[config.mk]
export PLATFORM = sky130hd
export DESIGN_NAME = qebb_sequencer
export DESIGN_NICKNAME = d
export VERILOG_FILES = /design/src/design/qebb_sequencer.v
export VERILOG_INCLUDE_DIRS = /design/src /design/src/design
export SDC_FILE = /design/constraint.sdc
export NUM_CORES = 1
export LEC_CHECK = 0
export BUFFER_PORTS_ARGS = -buffer_cell sky130_fd_sc_hd__buf_2
export CAP_MARGIN = 20
export CORE_ASPECT_RATIO = 0.5
export CORE_MARGIN = 10
export CORE_UTILIZATION = 45
export CTS_CLUSTER_DIAMETER = 40
export DETAILED_ROUTE_END_ITERATION = 7
export GPL_ROUTABILITY_DRIVEN = 0
export GPL_TIMING_DRIVEN = 0
export PLACE_DENSITY = 0.7
export SLEW_MARGIN = 20
export SYNTH_ARGS = -nofsm -noshare
export SYNTH_HDL_FRONTEND = slang
export SYNTH_SLANG_ARGS = --single-unit
[constraint.sdc]
create_clock -name ref_clk_i -period 2.95 [get_ports ref_clk_i]
set_input_delay 0.4425 -clock ref_clk_i [delete_from_list [all_inputs] [get_ports ref_clk_i]]
set_output_delay 0.4425 -clock ref_clk_i [all_outputs]
set_load 0.05 [all_outputs]
[src/design/qebb_defs.vh]
// Constants for the erase command phase widths and read burst break sequencer.
// Assumes a plain register port; the link clock to the flash is divided down from the reference clock.
// Notes on behaviour
// Chip select high programmed cycles after erase commands
// Separate widths for address, resume, write enable
// Suspend width: single, dual, quad, reserved
// Erase instruction phase has own width
// Break only in auto, once-mode, read-then-nonread
// Size picks one byte or two
// Optionally float lines during lowest nibble of a two-byte break
// Software supplies sixteen-bit break word
// Break sent at its own width
`ifndef QEBB_DEFS_VH
`define QEBB_DEFS_VH
`define QEBB_ADDR_ERASE_MODES 32'h0c00002c
`define QEBB_ADDR_BREAK_CTRL 32'h0c000030
`define QEBB_MODES_MASK 32'h00007fff
`define QEBB_BREAK_MASK 32'h001fffff
`define QEBB_MODES_RESET 32'h00000000
`define QEBB_BREAK_RESET 32'h00000000
`define QEBB_CS_IDLE_HI 14
`define QEBB_CS_IDLE_LO 10
`define QEBB_EAD_HI 9
`define QEBB_EAD_LO 8
`define QEBB_RES_HI 7
`define QEBB_RES_LO 6
`define QEBB_SUS_HI 5
`define QEBB_SUS_LO 4
`define QEBB_WEN_HI 3
`define QEBB_WEN_LO 2
`define QEBB_ERS_HI 1
`define QEBB_ERS_LO 0
`define QEBB_HIZ_BIT 20
`define QEBB_BRKW_HI 19
`define QEBB_BRKW_LO 18
`define QEBB_SIZE_BIT 17
`define QEBB_EN_BIT 16
`define QEBB_WORD_HI 15
`define QEBB_WORD_LO 0
`define QEBB_W_SINGLE 2'h0
`define QEBB_W_DUAL 2'h1
`define QEBB_W_QUAD 2'h2
`define QEBB_CMD_NONE 3'h0
`define QEBB_CMD_WEN 3'h1
`define QEBB_CMD_ERS 3'h2
`define QEBB_CMD_SUS 3'h3
`define QEBB_CMD_RES 3'h4
`define QEBB_CMD_READ 3'h5
`define QEBB_CMD_OTHER 3'h6
`endif

[src/design/qebb_sequencer.v]
// Erase phase width registers and read burst break sequencer.
// Assumes the command engine asks via cmd_req and follows chosen widths;
// the flash clock is driven by this block as a divided link clock on sck.
// Reserved width codes reach the engine as single, never as the raw code.
//
// The address-and-strobe port was left to the implementer.
`timescale 1ns/100ps
`include "qebb_defs.vh"
module qebb_sequencer #(
    parameter CLK_DIV = 4 // Ref cycles per half link period, 2 or more
) (
    input wire ref_clk_i, // 10 MHz clock
    input wire rst_i, // Synchronous reset, active high
    input wire [31:0] addr_i, // Register byte address
    input wire [31:0] wdata_i, // Write data
    input wire wr_i, // Write strobe
    input wire rd_i, // Read strobe
    output reg [31:0] rdata_o, // Read data, cycle after strobe
    input wire auto_mode_i, // Controller in auto mode
    input wire instruction_once_mode_i, // Instruction sent once
    input wire cmd_req_i, // Pulse: new command to start
    input wire [2:0] cmd_kind_i, // Kind of the new command
    output reg cmd_go_o, // Pulse: engine may start command
    input wire cmd_done_i, // Pulse: engine finished a command
    output reg [1:0] instr_width_o, // Instruction phase width
    output reg [1:0] addr_width_o, // Address phase width
    output reg cs_n_o, // Chip select, active low
    output reg sck_o, // Link clock to flash
    output reg [3:0] io_o, // Data lines out
    output reg [3:0] io_oe_o, // Data lines drive enable
    output reg busy_o // Sequencer owns the pins
);
    // Sequencer states
    localparam ST_IDLE = 3'h0;
    localparam ST_SHIFT = 3'h1;
    localparam ST_GAP = 3'h2;
    localparam ST_GO = 3'h3;
    localparam ST_WAIT = 3'h4;
    localparam ST_CSHI = 3'h5;
    // Register images and sequencer state
    reg [31:0] modes;
    reg [31:0] brk;
    reg [2:0] state;
    reg [2:0] prev_kind;
    reg [2:0] pend_kind;
    reg [15:0] shreg;
    reg [4:0] bits_left;
    reg [7:0] div_cnt;
    reg [4:0] idle_cnt;
    // Decoded controls
    wire [1:0] bw;
    wire [2:0] step;
    wire [4:0] total_bits;
    wire brk_need;
    wire erase_kind;
    wire [4:0] cs_idle;
    wire [3:0] lane_drive;
    wire hit_modes;
    wire hit_brk;
    wire half_done;
    wire period_done;
    // Widths for the pending command, registered below
    reg [1:0] next_instr_width;
    reg [1:0] next_addr_width;

    // Lines per clock for a width code; reserved falls back to single
    function [2:0] lanes;
        input [1:0] w;
        begin
            case (w)
                `QEBB_W_DUAL: lanes = 3'h2;
                `QEBB_W_QUAD: lanes = 3'h4;
                default: lanes = 3'h1;
            endcase
        end
    endfunction

    // Reserved code goes out as single so the engine never sees it
    function [1:0] legal_width;
        input [1:0] w;
        begin
            if (w == `QEBB_W_DUAL || w == `QEBB_W_QUAD)
                legal_width = w;
            else
                legal_width = `QEBB_W_SINGLE;
        end
    endfunction

    // Data lines driven for a width code
    function [3:0] lane_mask;
        input [1:0] w;
        begin
            case (w)
                `QEBB_W_DUAL: lane_mask = 4'h3;
                `QEBB_W_QUAD: lane_mask = 4'hf;
                default: lane_mask = 4'h1;
            endcase
        end
    endfunction

    // Bits put on the lines for one rise, top of the word first
    function [3:0] lane_data;
        input [15:0] src;
        input [1:0] w;
        begin
            case (w)
                `QEBB_W_DUAL: lane_data = {2'b00, src[15:14]};
                `QEBB_W_QUAD: lane_data = src[15:12];
                default: lane_data = {3'b000, src[15]};
            endcase
        end
    endfunction

    // break width code
    assign bw = brk[`QEBB_BRKW_HI:`QEBB_BRKW_LO];
    assign step = lanes(bw);
    // one or two bytes
    assign total_bits = brk[`QEBB_SIZE_BIT] ? 5'h10 : 5'h08;
    // all four conditions
    assign brk_need = brk[`QEBB_EN_BIT] & auto_mode_i & instruction_once_mode_i &
                      (prev_kind == `QEBB_CMD_READ) & (cmd_kind_i != `QEBB_CMD_READ);
    // Commands that leave chip select idle afterwards
    assign erase_kind = (pend_kind == `QEBB_CMD_WEN) | (pend_kind == `QEBB_CMD_ERS) |
                        (pend_kind == `QEBB_CMD_SUS) | (pend_kind == `QEBB_CMD_RES);
    assign cs_idle = modes[`QEBB_CS_IDLE_HI:`QEBB_CS_IDLE_LO];
    // lines driven at break width
    assign lane_drive = lane_mask(bw);
    // Address decode shared by writes and reads
    assign hit_modes = (addr_i == `QEBB_ADDR_ERASE_MODES);
    assign hit_brk = (addr_i == `QEBB_ADDR_BREAK_CTRL);
    // Ends of a half and of a whole link period
    assign half_done = (div_cnt == CLK_DIV[7:0] - 8'h01);
    assign period_done = (div_cnt == CLK_DIV[7:0] * 8'h02 - 8'h01);

    // Register writes and reads, unmapped reads as zero
    always @(posedge ref_clk_i) begin
        if (rst_i) begin
            modes <= `QEBB_MODES_RESET;
            brk <= `QEBB_BREAK_RESET;
            rdata_o <= 32'h00000000;
        end else begin
            if (wr_i && hit_modes)
                modes <= wdata_i & `QEBB_MODES_MASK;
            // break word stored
            if (wr_i && hit_brk)
                brk <= wdata_i & `QEBB_BREAK_MASK;
            // Read data stands one cycle, zero otherwise
            if (rd_i && hit_modes)
                rdata_o <= modes;
            else if (rd_i && hit_brk)
                rdata_o <= brk;
            else
                rdata_o <= 32'h00000000;
        end
    end

    // Phase widths chosen for the pending command
    always @* begin
        next_instr_width = `QEBB_W_SINGLE;
        next_addr_width = `QEBB_W_SINGLE;
        case (pend_kind)
            // write enable width
            `QEBB_CMD_WEN: next_instr_width = legal_width(modes[`QEBB_WEN_HI:`QEBB_WEN_LO]);
            // erase instruction width
            `QEBB_CMD_ERS: begin
                next_instr_width = legal_width(modes[`QEBB_ERS_HI:`QEBB_ERS_LO]);
                // erase address width
                next_addr_width = legal_width(modes[`QEBB_EAD_HI:`QEBB_EAD_LO]);
            end
            // suspend width
            `QEBB_CMD_SUS: next_instr_width = legal_width(modes[`QEBB_SUS_HI:`QEBB_SUS_LO]);
            // resume width
            `QEBB_CMD_RES: next_instr_width = legal_width(modes[`QEBB_RES_HI:`QEBB_RES_LO]);
            default: next_instr_width = `QEBB_W_SINGLE;
        endcase
    end

    // Widths registered so the engine sees flip-flop outputs
    always @(posedge ref_clk_i) begin
        if (rst_i) begin
            instr_width_o <= `QEBB_W_SINGLE;
            addr_width_o <= `QEBB_W_SINGLE;
        end else begin
            instr_width_o <= next_instr_width;
            addr_width_o <= next_addr_width;
        end
    end

    // Main sequencer: break shift, command hand-off, chip select idle
    always @(posedge ref_clk_i) begin
        if (rst_i) begin
            // Pins released, select high
            state <= ST_IDLE;
            prev_kind <= `QEBB_CMD_NONE;
            pend_kind <= `QEBB_CMD_NONE;
            shreg <= 16'h0000;
            bits_left <= 5'h00;
            div_cnt <= 8'h00;
            idle_cnt <= 5'h00;
            cmd_go_o <= 1'b0;
            cs_n_o <= 1'b1;
            sck_o <= 1'b0;
            io_o <= 4'h0;
            io_oe_o <= 4'h0;
            busy_o <= 1'b0;
        end else begin
            cmd_go_o <= 1'b0;
            case (state)
                // Wait for a request; a due break goes first
                ST_IDLE: begin
                    if (cmd_req_i) begin
                        pend_kind <= cmd_kind_i;
                        busy_o <= 1'b1;
                        if (brk_need) begin
                            // load word, top byte first
                            shreg <= brk[`QEBB_WORD_HI:`QEBB_WORD_LO];
                            bits_left <= total_bits;
                            cs_n_o <= 1'b0;
                            div_cnt <= 8'h00;
                            state <= ST_SHIFT;
                        end else begin
                            state <= ST_GO;
                        end
                    end
                end
                ST_SHIFT: begin
                    // Data set up on low phase, flash samples rising sck
                    if (div_cnt == 8'h00 && !sck_o) begin
                        if (bits_left == 5'h00) begin
                            cs_n_o <= 1'b1;
                            io_oe_o <= 4'h0;
                            state <= ST_GAP;
                        end else begin
                            io_o <= lane_data(shreg, bw);
                            // float lines on lowest nibble, two-byte size only
                            if (brk[`QEBB_HIZ_BIT] && brk[`QEBB_SIZE_BIT] && bits_left <= 5'h04)
                                io_oe_o <= 4'h0;
                            else
                                io_oe_o <= lane_drive;
                            // shift by lane count
                            shreg <= shreg << step;
                        end
                    end
                    // Bits counted on the rise, so the last chunk still gets its edge
                    if (half_done) begin
                        div_cnt <= 8'h00;
                        if (sck_o) begin
                            sck_o <= 1'b0;
                        end else if (bits_left != 5'h00) begin
                            sck_o <= 1'b1;
                            bits_left <= bits_left - {2'b00, step};
                        end
                    end else begin
                        div_cnt <= div_cnt + 8'h01;
                    end
                end
                // Frame over, hand the pins back
                ST_GAP: begin
                    sck_o <= 1'b0;
                    prev_kind <= `QEBB_CMD_OTHER;
                    state <= ST_GO;
                end
                // One-cycle go to the engine
                ST_GO: begin
                    cmd_go_o <= 1'b1;
                    busy_o <= 1'b0;
                    state <= ST_WAIT;
                end
                // Engine owns the pins until done
                ST_WAIT: begin
                    if (cmd_done_i) begin
                        prev_kind <= pend_kind;
                        idle_cnt <= 5'h00;
                        // Fresh period count, not what the break left behind
                        div_cnt <= 8'h00;
                        if (erase_kind) begin
                            busy_o <= 1'b1;
                            state <= ST_CSHI;
                        end else begin
                            busy_o <= 1'b0;
                            state <= ST_IDLE;
                        end
                    end
                end
                ST_CSHI: begin
                    // hold chip select high, counted in link clocks
                    cs_n_o <= 1'b1;
                    if (idle_cnt >= cs_idle) begin
                        busy_o <= 1'b0;
                        state <= ST_IDLE;
                    end else if (period_done) begin
                        div_cnt <= 8'h00;
                        idle_cnt <= idle_cnt + 5'h01;
                    end else begin
                        div_cnt <= div_cnt + 8'h01;
                    end
                end
                // Unused codes recover to idle
                default: state <= ST_IDLE;
            endcase
        end
    end
endmodule // qebb_sequencer

# Word-level counts from Yosys, hierarchy flattened
# Cells that the tools add are included.
[classes] add_sub_neg=3 order_cmp=2 eq_ne=39 shifts=1 n_mux=60 bitwise_logic=11 n_reduce_logical=39
[ops] operator="$eq 32x28->1 const B" count=2
[ops] operator="$mux 16" count=4
[ops] operator="$mux 8" count=6
[ops] operator="$mux 5" count=9
[ops] operator="$pmux 16 s2" count=1
[ops] operator="$pmux 8 s4" count=1
[ops] operator="$mux 15" count=2
[ops] operator="$ne 2x2->1 const B" count=12
[ops] operator="$mux 3" count=7
[ops] operator="$pmux 5 s2" count=2
[ops] operator="$reduce_and 5->1" count=4
[ops] operator="$pmux 3 s6" count=1
[ops] operator="$pmux 4 s2" count=2
[ops] operator="$shl 16x3->16" count=1
[ops] operator="$eq 2x1->1 const B" count=6
[ops] operator="$eq 2x2->1 const B" count=6
[ops] operator="$eq 3x2->1 const B" count=4
[ops] operator="$eq 3x3->1 const B" count=4
[ops] operator="$mux 1" count=12
[ops] operator="$pmux 3 s2" count=2
[ops] operator="$mux 2" count=5
[ops] operator="$add 8x1->8 const B" count=1
[ops] operator="$eq 8x2->1 const B" count=1
[ops] operator="$eq 8x3->1 const B" count=1
[ops] operator="30 further kinds" count=59
[totals] regBits=127 elab_cells=175

# Longest topological paths before layout
[depth] word_depth=7 depth_mapped=11 mapped_depth_nobuf=9

# Worst setup path before layout
# Ideal clock, no wire load.
[synth_path] kind="flip-flop to flip-flop" startpoint="register brk[19]" endpoint="register bits_left[3]" arrival_ps=2095 slack_ps=763 stages_incl_launch_ff=12 synth_period_minus_slack_ps=2187 cell_sequence="dfxtp_1 > inv_1 > ha_1 > buf_2 > buf_2 > inv_1 > ha_1 > nor2b_1 > o21a_1 > nor3_1 > a21oi_1 > o32ai_1"
[synth_via] elab_chain_cells=7 elab_cells_between_ends=8 classes_between="add/sub (1); eq/ne (2); mux (5)"
[synth_rtl] element="start: declaration" line_no="qebb_sequencer.v:42" rtl="reg [31:0] brk;"
[synth_rtl] element="start signal: assignment" line_no="qebb_sequencer.v:139" rtl="brk <= `QEBB_BREAK_RESET;"
[synth_rtl] element="start signal: assignment" line_no="qebb_sequencer.v:146" rtl="brk <= wdata_i & `QEBB_BREAK_MASK;"
[synth_rtl] element="$eq 2x2->1 / $eq 2x1->1 (equally long branches)" line_no="qebb_sequencer.v:70" rtl="case (w)"
[synth_rtl] element="$pmux 3 s2 (*)" line_no="qebb_sequencer.v:70"
[synth_rtl] element="$sub 5x3->5 (*)" line_no="qebb_sequencer.v:251" rtl="bits_left <= bits_left - {2'b00, step};"
[synth_rtl] element="$mux 5 (*)" line_no="qebb_sequencer.v:249" rtl="end else if (bits_left != 5'h00) begin"
[synth_rtl] element="$mux 5 (*)" line_no="qebb_sequencer.v:247" rtl="if (sck_o) begin"
[synth_rtl] element="$mux 5 (*)" line_no="qebb_sequencer.v:245" rtl="if (half_done) begin"
[synth_rtl] element="$pmux 5 s2 (*)" line_no="qebb_sequencer.v:208" rtl="case (state)"
[synth_rtl] element="end signal: assignment" line_no="qebb_sequencer.v:217" rtl="bits_left <= total_bits;"
[synth_rtl] element="end signal: assignment" line_no="qebb_sequencer.v:251"
[synth_rtl] element="end: declaration" line_no="qebb_sequencer.v:47" rtl="reg [4:0] bits_left;"
# Mark *: on every way between the ends. The rest lies on a longest branch, timed or not. The select of a mux whose other input is x is not followed.
# A chain may end at the register's enable or synchronous reset.

# Worst setup path after layout
[layout_path] startpoint="register brk[18]" endpoint="register bits_left[4]"
# Same word-level chain as after synthesis.

==> flow_summary.ini <==
[run_status]
status = complete, no violations

[placed_design]
io_buffers = 100
dp_hpwl_um = 13500

[global_route]
met2_usage_pct = 30.8
use_met3_pct = 5.95
grt_max_degree = 17
grt_pass1_wl_um = 28800
antenna_found_initial = 0
busiest_layer = met2
overflow = 0
grt.met1_usage_pct = 24.9
grt_usage_pct = 19.6
grt_pass1_vias = 5371

[floorplan]
die-width_um = 182
initial_core_util_pct = 46.2
ios = 123
row_count = 29
die_area_um2 = 18300
die_h_um = 101
coreArea_um2 = 12700

[route]
dr.pass1.iters = 6
drt.antenna.violating_nets = 0
first_iter_violations = 601
wirelength_um = 18500
post_drt_wl_per_cell_um = 19.1
remaining_drc_errors = 0
via_per_inst = 5.83
route.vias.total = 5649

[worst_setup_path]
cp-startpoint = brk[18]$_SDFFE_PP0P_
crit_path_max_fanout = 8
crit_type = reg -> reg
crit_required_ns = 3.27
reg2reg_from = brk[18]$_SDFFE_PP0P_
worstSetupEndpointType = flop
cp.arrival_ns = 2.98
startpoint_type = flop

[yosys]
ys_ff_latch = 115
syn-cell-area_um2 = 5880
yosysMostFrequentCell = dfxtp_1
yosys.area.top_type = dfxtp_1
ys_warn_count = 0
synth.avg_cell_area_um2 = 8.94
synth-edff-count = 0
async_flop_share_pct = 0
yosys-top-cells-count = dfxtp_1, nor2_1, mux2i_1
synth_area_leaders = dfxtp_1, mux2i_1, nor2_1, a21oi_1, ha_1
ys_types = 73
synth_top_cell_area_share_pct = 39.1
ys_seq_area_share_pct = 39.1
netlist_instances = 658
synth_ff_type = dfxtp_1

[clocking]
clkTransAtPathRegs_ns = 0.06
ctsLongestPathBuffers = 2
cts_made_buffers = 17
tritoncts = yes
cts_repair_resize_count = 0
htree_levels = 4
cts.root.buffer_cell = clkbuf_16
ctsHoldBuffers = 0
cts_setup_buffers = 0
clock-sinks = 115
clk_latency_ns = 0.42

[sta]
skew_ns = 0.00725
period_needed_ns = 2.66
hold_slack_ns = 0.258
max_clock_freq_mhz = 377
setup_viol = 0
post-route-period-util_pct = 90.0
finalHoldViolCount = 0
worst_pin_slew_ns = 1.13
setup-tns-final_ns = 0
rsz0062_at_grt = no
max-slew-margin-rel_pct = 23.7
maxSlewViolCount = 0

[hold_path]
hold_start = wdata_i[19]
min_path_type = in -> reg

[power]
p_seq_share_pct = 38.0
p_int_mw = 3.10
p_per_area_nw_per_um2 = 585
ir_drop_mv = 0.344
switching_share_pct = 26.6
combPwrFrac_pct = 13.0
power_leakage_nw = 2.83
clockPowerShare_pct = 49.0
p_switching_mw = 1.12

[run]
maxCapViolations = 0

[cells_and_area]
area_growth_pct = 22.7
fin_nets = 877
n_antenna_cell = 0
drive_gt1_share_pct = 22.0
[sequential cells by signal (all words and copies together) (netlist names), 3 cells and up]
| name | count |
|---|---|
| io_o | 4 |
| shreg | 16 |
| brk | 21 |
| io_oe_o | 3 |
| pend_kind | 3 |
| rdata_o | 21 |
| prev_kind | 3 |
| div_cnt | 8 |
| bits_left | 5 |
| modes | 15 |
| idle_cnt | 5 |
| state | 3 |
[layer usage]
layer | share of wire [%] | vias up
li1 | - | 2645
met1 | 44 | 2668
met2 | 44 | 295
met3 | 9.9 | 41
met4 | 2.1 | 0
met5 | 0 | -
[cell usage in the layout (no fill, tap or decap), types with 5 or more instances in the layout]
master,instances
a21oi_1,39
a22o_1,15
a32o_1,5
and2_1,15
buf_2,111
buf_4,12
clkbuf_1,27
clkbuf_16,17
conb_1,11
dfxtp_1,115
ha_1,14
inv_1,26
mux2i_1,50
mux4_2,7
nand2_1,41
nand2b_1,6
nand3_1,16
nand4_1,7
nor2_1,70
nor2b_1,11
nor3_1,14
nor4_1,8
nor4b_1,6
o21ai_0,26
o22ai_1,9
or3_1,6
or4_1,8
[critical path: stages, from the launching register on]
cell and delay, ns:
dfxtp_1 0.34, inv_1 0.09, ha_1 0.14, clkbuf_1 0.40
inv_1 0.27, ha_1 0.37, nor2b_1 0.15, or3_1 0.32
nor3_1 0.14, a21oi_1 0.06, o32ai_1 0.26
[metrics by stage]
stage | setup slack, ns | util [%] | power, mW | cell area, um^2 | cells
after global placement | 0.293 | 52.1 | 2.15 | 6640 | 938
after floorplan | 0.763 | - | 1.98 | 5920 | 668
after detailed placement | 0.283 | 52.1 | 2.16 | 6640 | 938
final | 0.294 | 56.7 | 4.22 | 7220 | 969
after global routing | 0.130 | 56.7 | 4.35 | 7220 | 969
after CTS | 0.320 | 56.7 | 4.21 | 7220 | 969
[area by class of cell]
class,instances,area (um^2)
inverter,26,97.6
timing repair buffer,100,500
fill,1165,5520
tap,170,213
clock buffer,21,450
clock inverter,10,134
sequential,115,2300
buffer,53,273
multi-input combinational,474,3250
[worst paths after layout]
check	slack, ns	end	cells past startpoint
worst max-delay path	0.29	bits_left[4]$_SDFFE_PP0P_	10
worst min-delay path	0.26	brk[19]$_SDFFE_PP0P_	3
worst max register to register	0.29	bits_left[4]$_SDFFE_PP0P_	10
worst min register to register	0.46	io_oe_o[0]$_SDFFE_PP0P_	2
[cell families (layout without fill, tap and decap cells)]
kind of cell               Yosys count  in the layout  share of synthesized area, %
AOI/OAI and AO/OA                  150            150                          17.6
buffers and inverters               79            210                          6.29
other                                1             11                        0.0637
xor gates and xnor gates             4              4                         0.595
adders and majority gates           15             15                          3.32
and+or+nand+nor                    234            234                          21.2
muxes                               60             60                          11.8
DFF                                115            115                          39.1
[power by group through the flow]
stage	clock [mW]	sequential, mW	combinational, mW
after floorplan	0	1.64	0.342
after CTS	2.08	1.60	0.529
after global placement	0	1.63	0.515
final	2.07	1.60	0.547
after global routing	2.15	1.61	0.593
after detailed placement	0	1.64	0.522
Note: power is estimated with default switching activity, not from simulation.
